$ cat src/pkg/ppjm_pkg.sv
// Shared constants and types of the paper-path jam monitor.
// Assumes one 250 MHz engine clock; every jam time counts 1 ms ticks.
package ppjm_pkg;

  // ****************************************
  // Timebase
  // ****************************************
  localparam int unsigned CLK_MHZ  = 250;
  localparam int unsigned TICK_US  = 1000;
  localparam int unsigned TICK_CYC = TICK_US * CLK_MHZ;

  // ****************************************
  // Timeouts in ms (one tick each)
  // ****************************************
  localparam int unsigned MS_W           = 12;
  localparam logic [11:0] PICK_UPPER_MS  = 12'h5DC;  // 1.5 s
  localparam logic [11:0] PICK_LOWER_MS  = 12'hAF0;  // 2.8 s
  localparam logic [11:0] PICK_LAST_MS   = 12'h44C;  // 1.1 s
  localparam logic [11:0] PAGE_PASS_MS   = 12'h3E8;  // expected sheet time at TOP
  localparam logic [11:0] TOP_STAT_MS    = 12'h190;  // 0.4 s beyond that
  localparam logic [11:0] FUSER_DLY_MS   = 12'h5DC;  // 1.5 s
  localparam logic [11:0] FUSER_STAT_MS  = 12'h8FC;  // 2.3 s
  localparam logic [11:0] FUSER_WRAP_MS  = 12'h2BC;  // 0.7 s
  localparam logic [11:0] DELIV1_MS      = 12'hA8C;  // 2.7 s
  localparam logic [11:0] DELIV2_MS      = 12'h384;  // 0.9 s
  localparam logic [11:0] DELIV_STAT_MS  = 12'h320;  // 0.8 s
  localparam logic [11:0] INIT_ROT_MS    = 12'h3E8;
  localparam logic [11:0] AUTO_DELIV_MS  = 12'h7D0;

  // ****************************************
  // Timer channels
  // ****************************************
  localparam int unsigned NCH       = 9;
  localparam int unsigned CH_ROT    = 0;
  localparam int unsigned CH_PICK   = 1;
  localparam int unsigned CH_TOP    = 2;
  localparam int unsigned CH_FXD    = 3;
  localparam int unsigned CH_FXT    = 4;
  localparam int unsigned CH_WRAP   = 5;
  localparam int unsigned CH_BIN    = 6;
  localparam int unsigned CH_DEL2   = 7;
  localparam int unsigned CH_DSTAT  = 8;

  localparam logic [1:0] LAST_PHASE = 2'h3;
  localparam logic [1:0] SPD_STOP   = 2'h0;
  localparam logic [1:0] SPD_SLOW   = 2'h1;
  localparam logic [1:0] SPD_NOM    = 2'h2;
  localparam logic [1:0] SPD_FAST   = 2'h3;

  typedef enum logic [3:0] {
    JAM_NONE, JAM_PICK_DELAY, JAM_PICK_STAT, JAM_FUSER_DELAY, JAM_FUSER_STAT,
    JAM_FUSER_WRAP, JAM_DOOR, JAM_RESIDUAL, JAM_DELIV1, JAM_DELIV2, JAM_DELIV_STAT
  } ppjm_jam_e;

  typedef enum logic [2:0] {
    ST_INIT, ST_IDLE, ST_PICK, ST_FEED, ST_AUTODEL, ST_HALT
  } ppjm_state_e;

endpackage

$ cat src/hw/ppjm_sync.sv
// Three-stage input synchroniser for sensor pins.
// Assumes pins are asynchronous; output moves once stages two and three agree.
`timescale 1ns/10ps
module ppjm_sync #(
  parameter int unsigned W = 1
) (
  // Clock and reset
  input  wire logic         clock_in,
  input  wire logic         resetn_in,
  // Pins and settled levels
  input  wire logic [W-1:0] pin_in,
  output logic      [W-1:0] level_out
);
  logic [W-1:0] s1_reg;
  logic [W-1:0] s2_reg;
  logic [W-1:0] s3_reg;
  wire  [W-1:0] agree = ~(s2_reg ^ s3_reg);
  wire  [W-1:0] level_next = (agree & s3_reg) | (~agree & level_out);

  always_ff @(posedge clock_in) begin
    if (!resetn_in) begin
      s1_reg    <= '0;
      s2_reg    <= '0;
      s3_reg    <= '0;
      level_out <= '0;
    end else begin
      s1_reg    <= pin_in;
      s2_reg    <= s1_reg;
      s3_reg    <= s2_reg;
      level_out <= level_next;
    end
  end
endmodule // ppjm_sync

$ cat src/hw/ppjm_timer.sv
// Bank of millisecond timeout counters on a shared tick.
// Assumes run_in held high while timing; dropping it clears the channel.
`timescale 1ns/10ps
module ppjm_timer (
  // Clock and reset
  input  wire logic                                          clock_in,
  input  wire logic                                          resetn_in,
  // Timebase and channel control
  input  wire logic                                          tick_in,
  input  wire logic [ppjm_pkg::NCH-1:0]                      run_in,
  input  wire logic [ppjm_pkg::NCH-1:0][ppjm_pkg::MS_W-1:0]  limit_in,
  output logic      [ppjm_pkg::NCH-1:0]                      expired_out
);
  import ppjm_pkg::*;
  logic [NCH-1:0][MS_W-1:0] cnt_reg;

  always_ff @(posedge clock_in) begin
    for (int i = 0; i < NCH; i++) begin
      if (!resetn_in || !run_in[i]) begin
        cnt_reg[i]     <= '0;
        expired_out[i] <= 1'b0;
      end else begin
        // Stops at the limit so it cannot wrap back
        if (tick_in && cnt_reg[i] < limit_in[i])
          cnt_reg[i] <= cnt_reg[i] + 12'h001;
        expired_out[i] <= (cnt_reg[i] >= limit_in[i]);
      end
    end
  end
endmodule // ppjm_timer

$ cat src/hw/ppjm_monitor.sv
// Paper-path supervisor: jam timing, loop control, residual paper, auto delivery.
// Assumes sensor pins asynchronous, formatter commands on the engine clock.
`timescale 1ns/10ps

// How it works
// - Fuser roller speed follows the loop sensor during a feed
// - Full face-down bin is reported to formatter
// - Any jam halts engine and reports its type
// - Pickup retried twice on missed leading edge
// - No edge 1.1 s after retries: pickup delay
// - Top sensor stuck on too long: pickup stationary
// - Fuser exit late after top: fuser delay
// - Fuser exit trailing late: fuser stationary
// - Fuser exit lost paper 0.7 s: wrapping
// - Door, face-up bin, cassette open: door jam
// - Path sensors seeing paper give residual jam
// - Top sensor during initial rotation stops engine
// - Auto delivery command ejects residual sheets
// - Bin sensor late after top: delivery jam 1
// - Delivery jam 1 skipped: full, face-up, duplex
// - Delivery sensor late after fuser exit: jam 2
// - Fuser exit trailing late after top trailing
module ppjm_monitor #(
  parameter int unsigned TICK_CYCLES = ppjm_pkg::TICK_CYC
) (
  // Clock and reset
  input  wire logic                 clock_in,
  input  wire logic                 resetn_in,
  // Paper sensors (pins)
  input  wire logic                 bin_full_sensor_in,
  input  wire logic                 paper_loop_sensor_in,
  input  wire logic                 top_of_page_sensor_in,
  input  wire logic                 fuser_exit_sensor_in,
  input  wire logic                 delivery_exit_sensor_in,
  input  wire logic                 pre_feed_sensor_in,
  // Door sensors (pins), high when open
  input  wire logic                 cart_door_open_in,
  input  wire logic                 face_up_bin_open_in,
  input  wire logic                 cassette_open_in,
  // Formatter commands
  input  wire logic                 print_start_in,
  input  wire logic                 lower_cassette_in,
  input  wire logic                 face_up_job_in,
  input  wire logic                 duplex_job_in,
  input  wire logic                 auto_delivery_cmd_in,
  // Engine drive
  output logic                      engine_run_out,
  output logic [1:0]                fuser_speed_out,
  output logic                      pickup_strobe_out,
  // Formatter status
  output logic                      ready_out,
  output logic                      bin_full_out,
  output logic                      jam_valid_out,
  output ppjm_pkg::ppjm_jam_e       jam_code_out
);
  import ppjm_pkg::*;

  // ****************************************
  // Sensor synchronisers
  // ****************************************
  logic [8:0] sens_s;

  ppjm_sync #(.W(9)) u_sync (
    .clock_in  (clock_in),
    .resetn_in (resetn_in),
    .pin_in    ({cassette_open_in, face_up_bin_open_in, cart_door_open_in,
                 pre_feed_sensor_in, delivery_exit_sensor_in, fuser_exit_sensor_in,
                 top_of_page_sensor_in, paper_loop_sensor_in, bin_full_sensor_in}),
    .level_out (sens_s)
  );

  wire bin_s   = sens_s[0];
  wire loop_s  = sens_s[1];
  wire top_s   = sens_s[2];
  wire fx_s    = sens_s[3];
  wire del_s   = sens_s[4];
  wire pre_s   = sens_s[5];
  wire door_s  = |sens_s[8:6];
  wire path_any = loop_s | top_s | fx_s | del_s | pre_s;

  // ****************************************
  // Common 1 ms timebase
  // ****************************************
  logic [31:0] pre_cnt_reg;
  logic        tick_reg;
  wire         pre_wrap = (pre_cnt_reg == TICK_CYCLES - 1);

  always_ff @(posedge clock_in) begin
    if (!resetn_in) begin
      pre_cnt_reg <= 32'h0000_0000;
      tick_reg    <= 1'b0;
    end else begin
      pre_cnt_reg <= pre_wrap ? 32'h0000_0000 : pre_cnt_reg + 32'h0000_0001;
      tick_reg    <= pre_wrap;
    end
  end

  // ****************************************
  // Sequencer state and sheet tracking
  // ****************************************
  ppjm_state_e st_reg, st_next;
  ppjm_jam_e   jam_next;
  logic [1:0]  phase_reg, phase_next;
  logic        restart_reg;
  logic        lower_reg;
  logic        bin_chk_reg;
  logic        top_gone_reg;
  logic        fx_seen_reg;
  logic        fx_gone_reg;
  logic        del_seen_reg;
  logic        bin_seen_reg;
  logic        fx_prev_reg;
  logic        door_prev_reg;
  logic [NCH-1:0] exp_w;

  wire in_feed = (st_reg == ST_FEED);
  wire in_pick = (st_reg == ST_PICK);
  wire fx_fall = fx_prev_reg & ~fx_s;
  wire door_closed = door_prev_reg & ~door_s;

  // ****************************************
  // Timeout channels
  // ****************************************
  logic [NCH-1:0]           run_w;
  logic [NCH-1:0][MS_W-1:0] lim_w;

  assign run_w[CH_ROT]   = (st_reg == ST_INIT) | (st_reg == ST_AUTODEL);
  assign run_w[CH_PICK]  = in_pick & ~restart_reg;
  assign run_w[CH_TOP]   = in_feed & top_s & ~top_gone_reg;
  assign run_w[CH_FXD]   = in_feed & ~fx_seen_reg;
  assign run_w[CH_FXT]   = in_feed & ~fx_gone_reg;
  assign run_w[CH_WRAP]  = in_feed & fx_seen_reg & ~fx_s & ~top_gone_reg;
  assign run_w[CH_BIN]   = in_feed & bin_chk_reg & ~bin_seen_reg;
  assign run_w[CH_DEL2]  = in_feed & fx_seen_reg & ~del_seen_reg;
  assign run_w[CH_DSTAT] = in_feed & top_gone_reg & ~fx_gone_reg;

  assign lim_w[CH_ROT]   = (st_reg == ST_INIT) ? INIT_ROT_MS : AUTO_DELIV_MS;
  assign lim_w[CH_PICK]  = (phase_reg == LAST_PHASE) ? PICK_LAST_MS :
                           (lower_reg ? PICK_LOWER_MS : PICK_UPPER_MS);
  assign lim_w[CH_TOP]   = PAGE_PASS_MS + TOP_STAT_MS;
  assign lim_w[CH_FXD]   = FUSER_DLY_MS;
  assign lim_w[CH_FXT]   = FUSER_STAT_MS;
  assign lim_w[CH_WRAP]  = FUSER_WRAP_MS;
  assign lim_w[CH_BIN]   = DELIV1_MS;
  assign lim_w[CH_DEL2]  = DELIV2_MS;
  assign lim_w[CH_DSTAT] = DELIV_STAT_MS;

  ppjm_timer u_timer (
    .clock_in    (clock_in),
    .resetn_in   (resetn_in),
    .tick_in     (tick_reg),
    .run_in      (run_w),
    .limit_in    (lim_w),
    .expired_out (exp_w)
  );

  // ****************************************
  // Jam detection, highest priority first
  // ****************************************
  wire pick_miss   = in_pick & exp_w[CH_PICK] & ~restart_reg;
  wire j_pick_dly  = pick_miss & (phase_reg == LAST_PHASE);
  wire j_pick_stat = in_feed & exp_w[CH_TOP];
  wire j_fx_dly    = in_feed & exp_w[CH_FXD];
  wire j_fx_stat   = in_feed & exp_w[CH_FXT];
  wire j_wrap      = in_feed & exp_w[CH_WRAP];
  wire j_del1      = in_feed & exp_w[CH_BIN];
  wire j_del2      = in_feed & exp_w[CH_DEL2];
  wire j_dstat     = in_feed & exp_w[CH_DSTAT];
  // Initial rotation and end of auto delivery both check the path
  wire j_resid     = ((st_reg == ST_INIT) & path_any) |
                     ((st_reg == ST_AUTODEL) & exp_w[CH_ROT] & path_any);

  wire ppjm_jam_e jam_det =
    door_s      ? JAM_DOOR        :
    j_resid     ? JAM_RESIDUAL    :
    j_pick_dly  ? JAM_PICK_DELAY  :
    j_pick_stat ? JAM_PICK_STAT   :
    j_wrap      ? JAM_FUSER_WRAP  :
    j_fx_dly    ? JAM_FUSER_DELAY :
    j_fx_stat   ? JAM_FUSER_STAT  :
    j_dstat     ? JAM_DELIV_STAT  :
    j_del2      ? JAM_DELIV2      :
    j_del1      ? JAM_DELIV1      : JAM_NONE;

  wire sheet_done = fx_gone_reg & top_gone_reg & del_seen_reg &
                    (bin_seen_reg | ~bin_chk_reg);

  // ****************************************
  // Next state
  // ****************************************
  always_comb begin
    st_next    = st_reg;
    jam_next   = jam_code_out;
    phase_next = phase_reg;
    if (jam_det != JAM_NONE && st_reg != ST_HALT) begin
      st_next  = ST_HALT;
      jam_next = jam_det;
    end else begin
      case (st_reg)
        ST_INIT: begin
          if (exp_w[CH_ROT])
            st_next = ST_IDLE;
        end
        ST_IDLE: begin
          if (print_start_in) begin
            st_next    = ST_PICK;
            phase_next = 2'h0;
          end
        end
        ST_PICK: begin
          if (top_s)
            st_next = ST_FEED;
          else if (pick_miss)
            phase_next = phase_reg + 2'h1;
        end
        ST_FEED: begin
          if (sheet_done)
            st_next = ST_IDLE;
        end
        ST_AUTODEL: begin
          if (exp_w[CH_ROT])
            st_next = ST_IDLE;
        end
        ST_HALT: begin
          if (door_s)
            jam_next = JAM_DOOR;
          else if (door_closed) begin
            st_next  = ST_INIT;
            jam_next = JAM_NONE;
          end else if (auto_delivery_cmd_in) begin
            st_next  = ST_AUTODEL;
            jam_next = JAM_NONE;
          end
        end
        default: st_next = ST_INIT;
      endcase
    end
  end

  // Pickup strobe for the first try and the two retries, not the final wait
  wire strobe_next = (st_reg == ST_IDLE && st_next == ST_PICK) ||
                     (pick_miss && phase_reg < 2'h2 && st_next == ST_PICK);
  wire run_next    = (st_next != ST_HALT) && (st_next != ST_IDLE);
  wire [1:0] spd_next = !run_next ? SPD_STOP :
                        (st_next != ST_FEED) ? SPD_NOM :
                        (loop_s ? SPD_FAST : SPD_SLOW);

  // ****************************************
  // State registers
  // ****************************************
  always_ff @(posedge clock_in) begin
    if (!resetn_in) begin
      st_reg        <= ST_INIT;
      phase_reg     <= 2'h0;
      restart_reg   <= 1'b0;
      fx_prev_reg   <= 1'b0;
      door_prev_reg <= 1'b0;
    end else begin
      st_reg        <= st_next;
      phase_reg     <= phase_next;
      restart_reg   <= pick_miss;
      fx_prev_reg   <= fx_s;
      door_prev_reg <= door_s;
    end
  end

  // Per-sheet tracking, cleared when a new pickup starts
  always_ff @(posedge clock_in) begin
    if (!resetn_in || st_reg == ST_IDLE) begin
      top_gone_reg <= 1'b0;
      fx_seen_reg  <= 1'b0;
      fx_gone_reg  <= 1'b0;
      del_seen_reg <= 1'b0;
      bin_seen_reg <= 1'b0;
    end else if (in_feed) begin
      top_gone_reg <= top_gone_reg | ~top_s;
      fx_seen_reg  <= fx_seen_reg | fx_s;
      fx_gone_reg  <= fx_gone_reg | (fx_seen_reg & fx_fall);
      del_seen_reg <= del_seen_reg | del_s;
      bin_seen_reg <= bin_seen_reg | bin_s;
    end
  end

  // Job options captured at start of pickup
  always_ff @(posedge clock_in) begin
    if (!resetn_in) begin
      lower_reg   <= 1'b0;
      bin_chk_reg <= 1'b0;
    end else if (st_reg == ST_IDLE && print_start_in) begin
      lower_reg   <= lower_cassette_in;
      bin_chk_reg <= ~(bin_full_out | face_up_job_in | duplex_job_in);
    end
  end

  // ****************************************
  // Outputs
  // ****************************************
  always_ff @(posedge clock_in) begin
    if (!resetn_in) begin
      engine_run_out    <= 1'b0;
      fuser_speed_out   <= SPD_STOP;
      pickup_strobe_out <= 1'b0;
      ready_out         <= 1'b0;
      bin_full_out      <= 1'b0;
      jam_valid_out     <= 1'b0;
      jam_code_out      <= JAM_NONE;
    end else begin
      engine_run_out    <= run_next;
      fuser_speed_out   <= spd_next;
      pickup_strobe_out <= strobe_next;
      ready_out         <= (st_next == ST_IDLE);
      // Sheets pass the same sensor, so the level is held during a feed
      if (!in_feed)
        bin_full_out    <= bin_s;
      jam_valid_out     <= (jam_next != JAM_NONE);
      jam_code_out      <= jam_next;
    end
  end
endmodule // ppjm_monitor

$ cat config.mk
export PLATFORM = sky130hd
export DESIGN_NAME = ppjm_monitor
export DESIGN_NICKNAME = d
export VERILOG_FILES = /design/src/pkg/ppjm_pkg.sv /design/src/hw/ppjm_sync.sv /design/src/hw/ppjm_timer.sv /design/src/hw/ppjm_monitor.sv
export SDC_FILE = /design/constraint.sdc
export NUM_CORES = 1
export LEC_CHECK = 0
export BUFFER_PORTS_ARGS = -buffer_cell sky130_fd_sc_hd__buf_4
export CORE_MARGIN = 10
export CORE_UTILIZATION = 33
export CTS_CLUSTER_DIAMETER = 120
export DETAILED_ROUTE_END_ITERATION = 10
export GPL_TIMING_DRIVEN = 0
export HOLD_SLACK_MARGIN = 0.05
export PLACE_DENSITY = 0.52
export SETUP_SLACK_MARGIN = 0.05
export SYNTH_ARGS = -nofsm -noshare
export SYNTH_HDL_FRONTEND = slang
export SYNTH_HIERARCHICAL = 1
export SYNTH_SLANG_ARGS = --single-unit
$ cat constraint.sdc
create_clock -name clock_in -period 2.7 [get_ports clock_in]
set_input_delay 0 -clock clock_in [delete_from_list [all_inputs] [get_ports clock_in]]
set_output_delay 0 -clock clock_in [all_outputs]
set_load 0.02 [all_outputs]
==> results.py <==
metrics = {
    "grt": {
        "grt_max_degree": 15,
        "track_usage": 0.1228,
        "grt_pass1_vias": 9787,
        "antenna_found_initial": 0,
        "grt-ovfl-total": 0,
        "grt_pass1_wl_um": 47090,
    },
    "critical_path": {
        "cp.arrival_ps": 2970,
        "critPathKind": "flip-flop to flip-flop",
        "ff2ff_path_depth": 13,
        "start_kind": "flip-flop",
        "crit_path_max_fanout": 10,
        "ff2ff_setup_slack_ps": 130,
        "r2r-start": "st_reg[0]",
        "reg2reg_to": "u_timer/cnt_reg[7]",
        "crit_path_end_kind": "flip-flop",
        "cp.required_ps": 3110,
    },
    "pwr": {
        "power.share.sequential": 0.429,
        "peakVddDrop_uv": 412.4,
        "p_leak_nw": 6.218,
        "p_sw_mw": 1.558,
        "swShare": 0.2107,
        "pwr-share-clk": 0.532,
        "intPower_mw": 5.837,
        "powerDensity_mw_per_mm2": 510.6,
        "share_comb_of_total_power": 0.040,
    },
    "yosys": {
        "synth.yosys.seq_area_share": 0.3568,
        "syn_area_mm2": 0.01190,
        "synth-async-reset-ratio": 0,
        "synthFlopType": "dfxtp_1",
        "yosys.area.top_type": "dfxtp_1",
        "synth_cell_type_count": 69,
        "synth_cells": 1454,
        "syn_avg_cell_area_um2": 8.182,
        "yosysWarnings": 6,
        "synth.ff_latch_count": 212,
        "ys_top_cells_by_area": "dfxtp_1 (36%), ha_1 (13%), a21oi_1 (4.4%)",
        "netlist.area_leader.share": 0.3568,
        "synth_edf_count": 0,
    },
    "clock_network": {
        "clk_latency_ps": 540,
        "clk_pin_slew_ps": 60,
        "cts.sinks": 212,
        "cts_buffers": 26,
        "h-tree-depth": 1,
        "cts_buffer_depth": 3,
        "cts_tree": "built",
        "cts_root_buffer": "clkbuf_16",
    },
    "layout": {
        "area_growth_pct": 21.76,
        "diodes": 0,
        "mostFrequentLayoutCells": "dfxtp_1 (209), nand2_1 (133), nor2_1 (132)",
        "fillers": 3595,
        "drive_gt1_frac": 0.09113,
        "final_common_cell": "dfxtp_1",
        "final_cells": 2118,
        "largest_reg_flops": 108,
        "nets": 1773,
        "utilization": 0.4072,
    },
    "worst_hold_path": {
        "worstHoldStart": "duplex_job_in",
        "hp-class": "primary input to flip-flop",
        "holdPathStages": 5,
        "holdPathEnd": "bin_chk_reg",
    },
    "sta": {
        "max_slew_margin": 0.3980,
        "rsz0062_at_grt": "false",
        "hold_viol": 0,
        "period_minus_slack_ps": 2568,
        "slew_violations": 0,
        "finalCritPeriodShare": 0.9510,
        "tightest_slew_ps": 896.0,
        "skew_ps": 24.94,
        "fmax_mhz": 389.4,
        "setup_viol": 0,
    },
    "route": {
        "wl_per_cell_um": 12.91,
        "drt_iter0_drc": 470,
        "viasPerCell": 4.872,
        "drt-total-wl_um": 27350,
        "first_pass_iters": 6,
        "drc": 0,
        "dr_total_vias": 10320,
        "final_antenna_net_count": 0,
    },
    "floorplanning": {
        "dieWidth_um": 209.9,
        "core_mm2": 0.03557,
        "dieArea_mm2": 0.04404,
        "io-pin-count": 27,
        "die_height_um": 209.9,
        "start_util": 0.3345,
        "floorplan.rows": 69,
    },
    "placed_design": {
        "routabilityCongestion": 0.8245,
        "hpwl_um": 20020,
        "numPortBuffers": 26,
        "dp_cells": 2034,
    },
    "flow_run": {
        "drv_cap": 0,
    },
    "status": {
        "outcome": "completed",
    },
}
worst max path at each step:
stage / startpoint / endpoint / cells past startpoint
floorplan: st_reg[2] / u_timer/cnt_reg[9] / 13
global placement: st_reg[2] / u_timer/cnt_reg[9] / 13
detailed placement: st_reg[2] / u_timer/cnt_reg[9] / 13
CTS: st_reg[1] / u_timer/cnt_reg[9] / 12
global route: st_reg[0] / u_timer/cnt_reg[7] / 13
finish: st_reg[0] / u_timer/cnt_reg[7] / 13
through the flow:
| step | TNS (ps) | hold WS, ps | power, mW | area [um^2] | setup slack [ps] |
|---|---|---|---|---|---|
| 6_report | 0 | 353.3 | 7.395 | 14490 | 132.2 |
| 5_1_grt | 0 | 347.6 | 7.715 | 14490 | 17.23 |
| 4_1_cts | 0 | 327.6 | 7.522 | 14340 | 46.20 |
| 3_5_place_dp | -3359 | 211.1 | 3.495 | 13020 | -329.6 |
| 3_3_place_gp | -2722 | 206.5 | 3.488 | 13020 | -285.2 |
| 2_1_floorplan | 0 | 127.3 | 3.416 | 12250 | 166.0 |
worst max-delay path, stage by stage (launching register included):
cell and delay [ps]:
dfxtp_4 360, nor2_4 120, nand2_2 80, inv_1 70
inv_1 40, ha_1 280, and4_1 190, nand2_2 80
a21oi_1 40, a2111o_1 470, buf_6 180, buf_4 180
o31ai_2 260, a21oi_2 80
synth_stat cells, types with 26 or more instances:
cell type	count
or3_1	49
and3_1	31
nand3_1	53
clkbuf_1	27
o21ai_0	65
a21oi_1	105
dfxtp_1	212
or4_1	26
nor2_1	134
and2_1	41
nand4_1	53
inv_1	132
xor2_1	30
nand2_1	136
ha_1	119
repair_timing:
action                                  in CTS  in global routing
gates resized for setup                     15                 25
pin swaps                                    4                 10
endpoints found under the hold margin       39                  0
endpoints found under the setup margin      25                 31
setup buffers                                7                  6
gates cloned                                 0                  1
hold buffers                                25                  0
logic make-up (layout without fill, tap and decap cells):
family	after synthesis	in the layout	synth area share
and+or+nand+nor	616	616	0.2737
AOI/OAI and AO/OA	272	272	0.1414
DFF	212	212	0.3568
buffers and inverters	171	281	0.05522
adders and majority gates	119	119	0.1252
xor gates and xnor gates	48	48	0.03534
muxes	14	14	0.01188
other	2	95	0.0006313
power by group through the flow:
stage          registers, mW  clock network, mW  logic (mW)
2_1_floorplan           3.24                  0       0.178
3_3_place_gp            3.24                  0       0.252
3_5_place_dp            3.24                  0       0.257
4_1_cts                 3.17               4.07       0.286
5_1_grt                 3.17               4.20       0.346
6_report                3.17               3.93       0.294
routing by layer:
metal  vias to the layer above  GRT usage  share of wire  wire length [um]
li1                       5433          -              -                 -
met1                      4732     0.1702           0.51             13980
met2                       121     0.1958           0.44             12070
met3                        32    0.01707          0.031               859
met4                         0    0.03027          0.016               436
met5                         -          0              0                 0
area by class of cell:
type                            count  area (um^2)  area share
Tap cell                          461        576.8     0.03982
Multi-Input combinational cell   1164         7442      0.5138
Clock inverter                     10        214.0     0.01477
Inverter                          132        498.0     0.03438
Sequential cell                   212         4253      0.2936
Clock buffer                       37        772.0     0.05330
Buffer                             37        175.2     0.01209
Timing Repair Buffer               65        554.3     0.03827
Power figures use the tool's default switching activity.
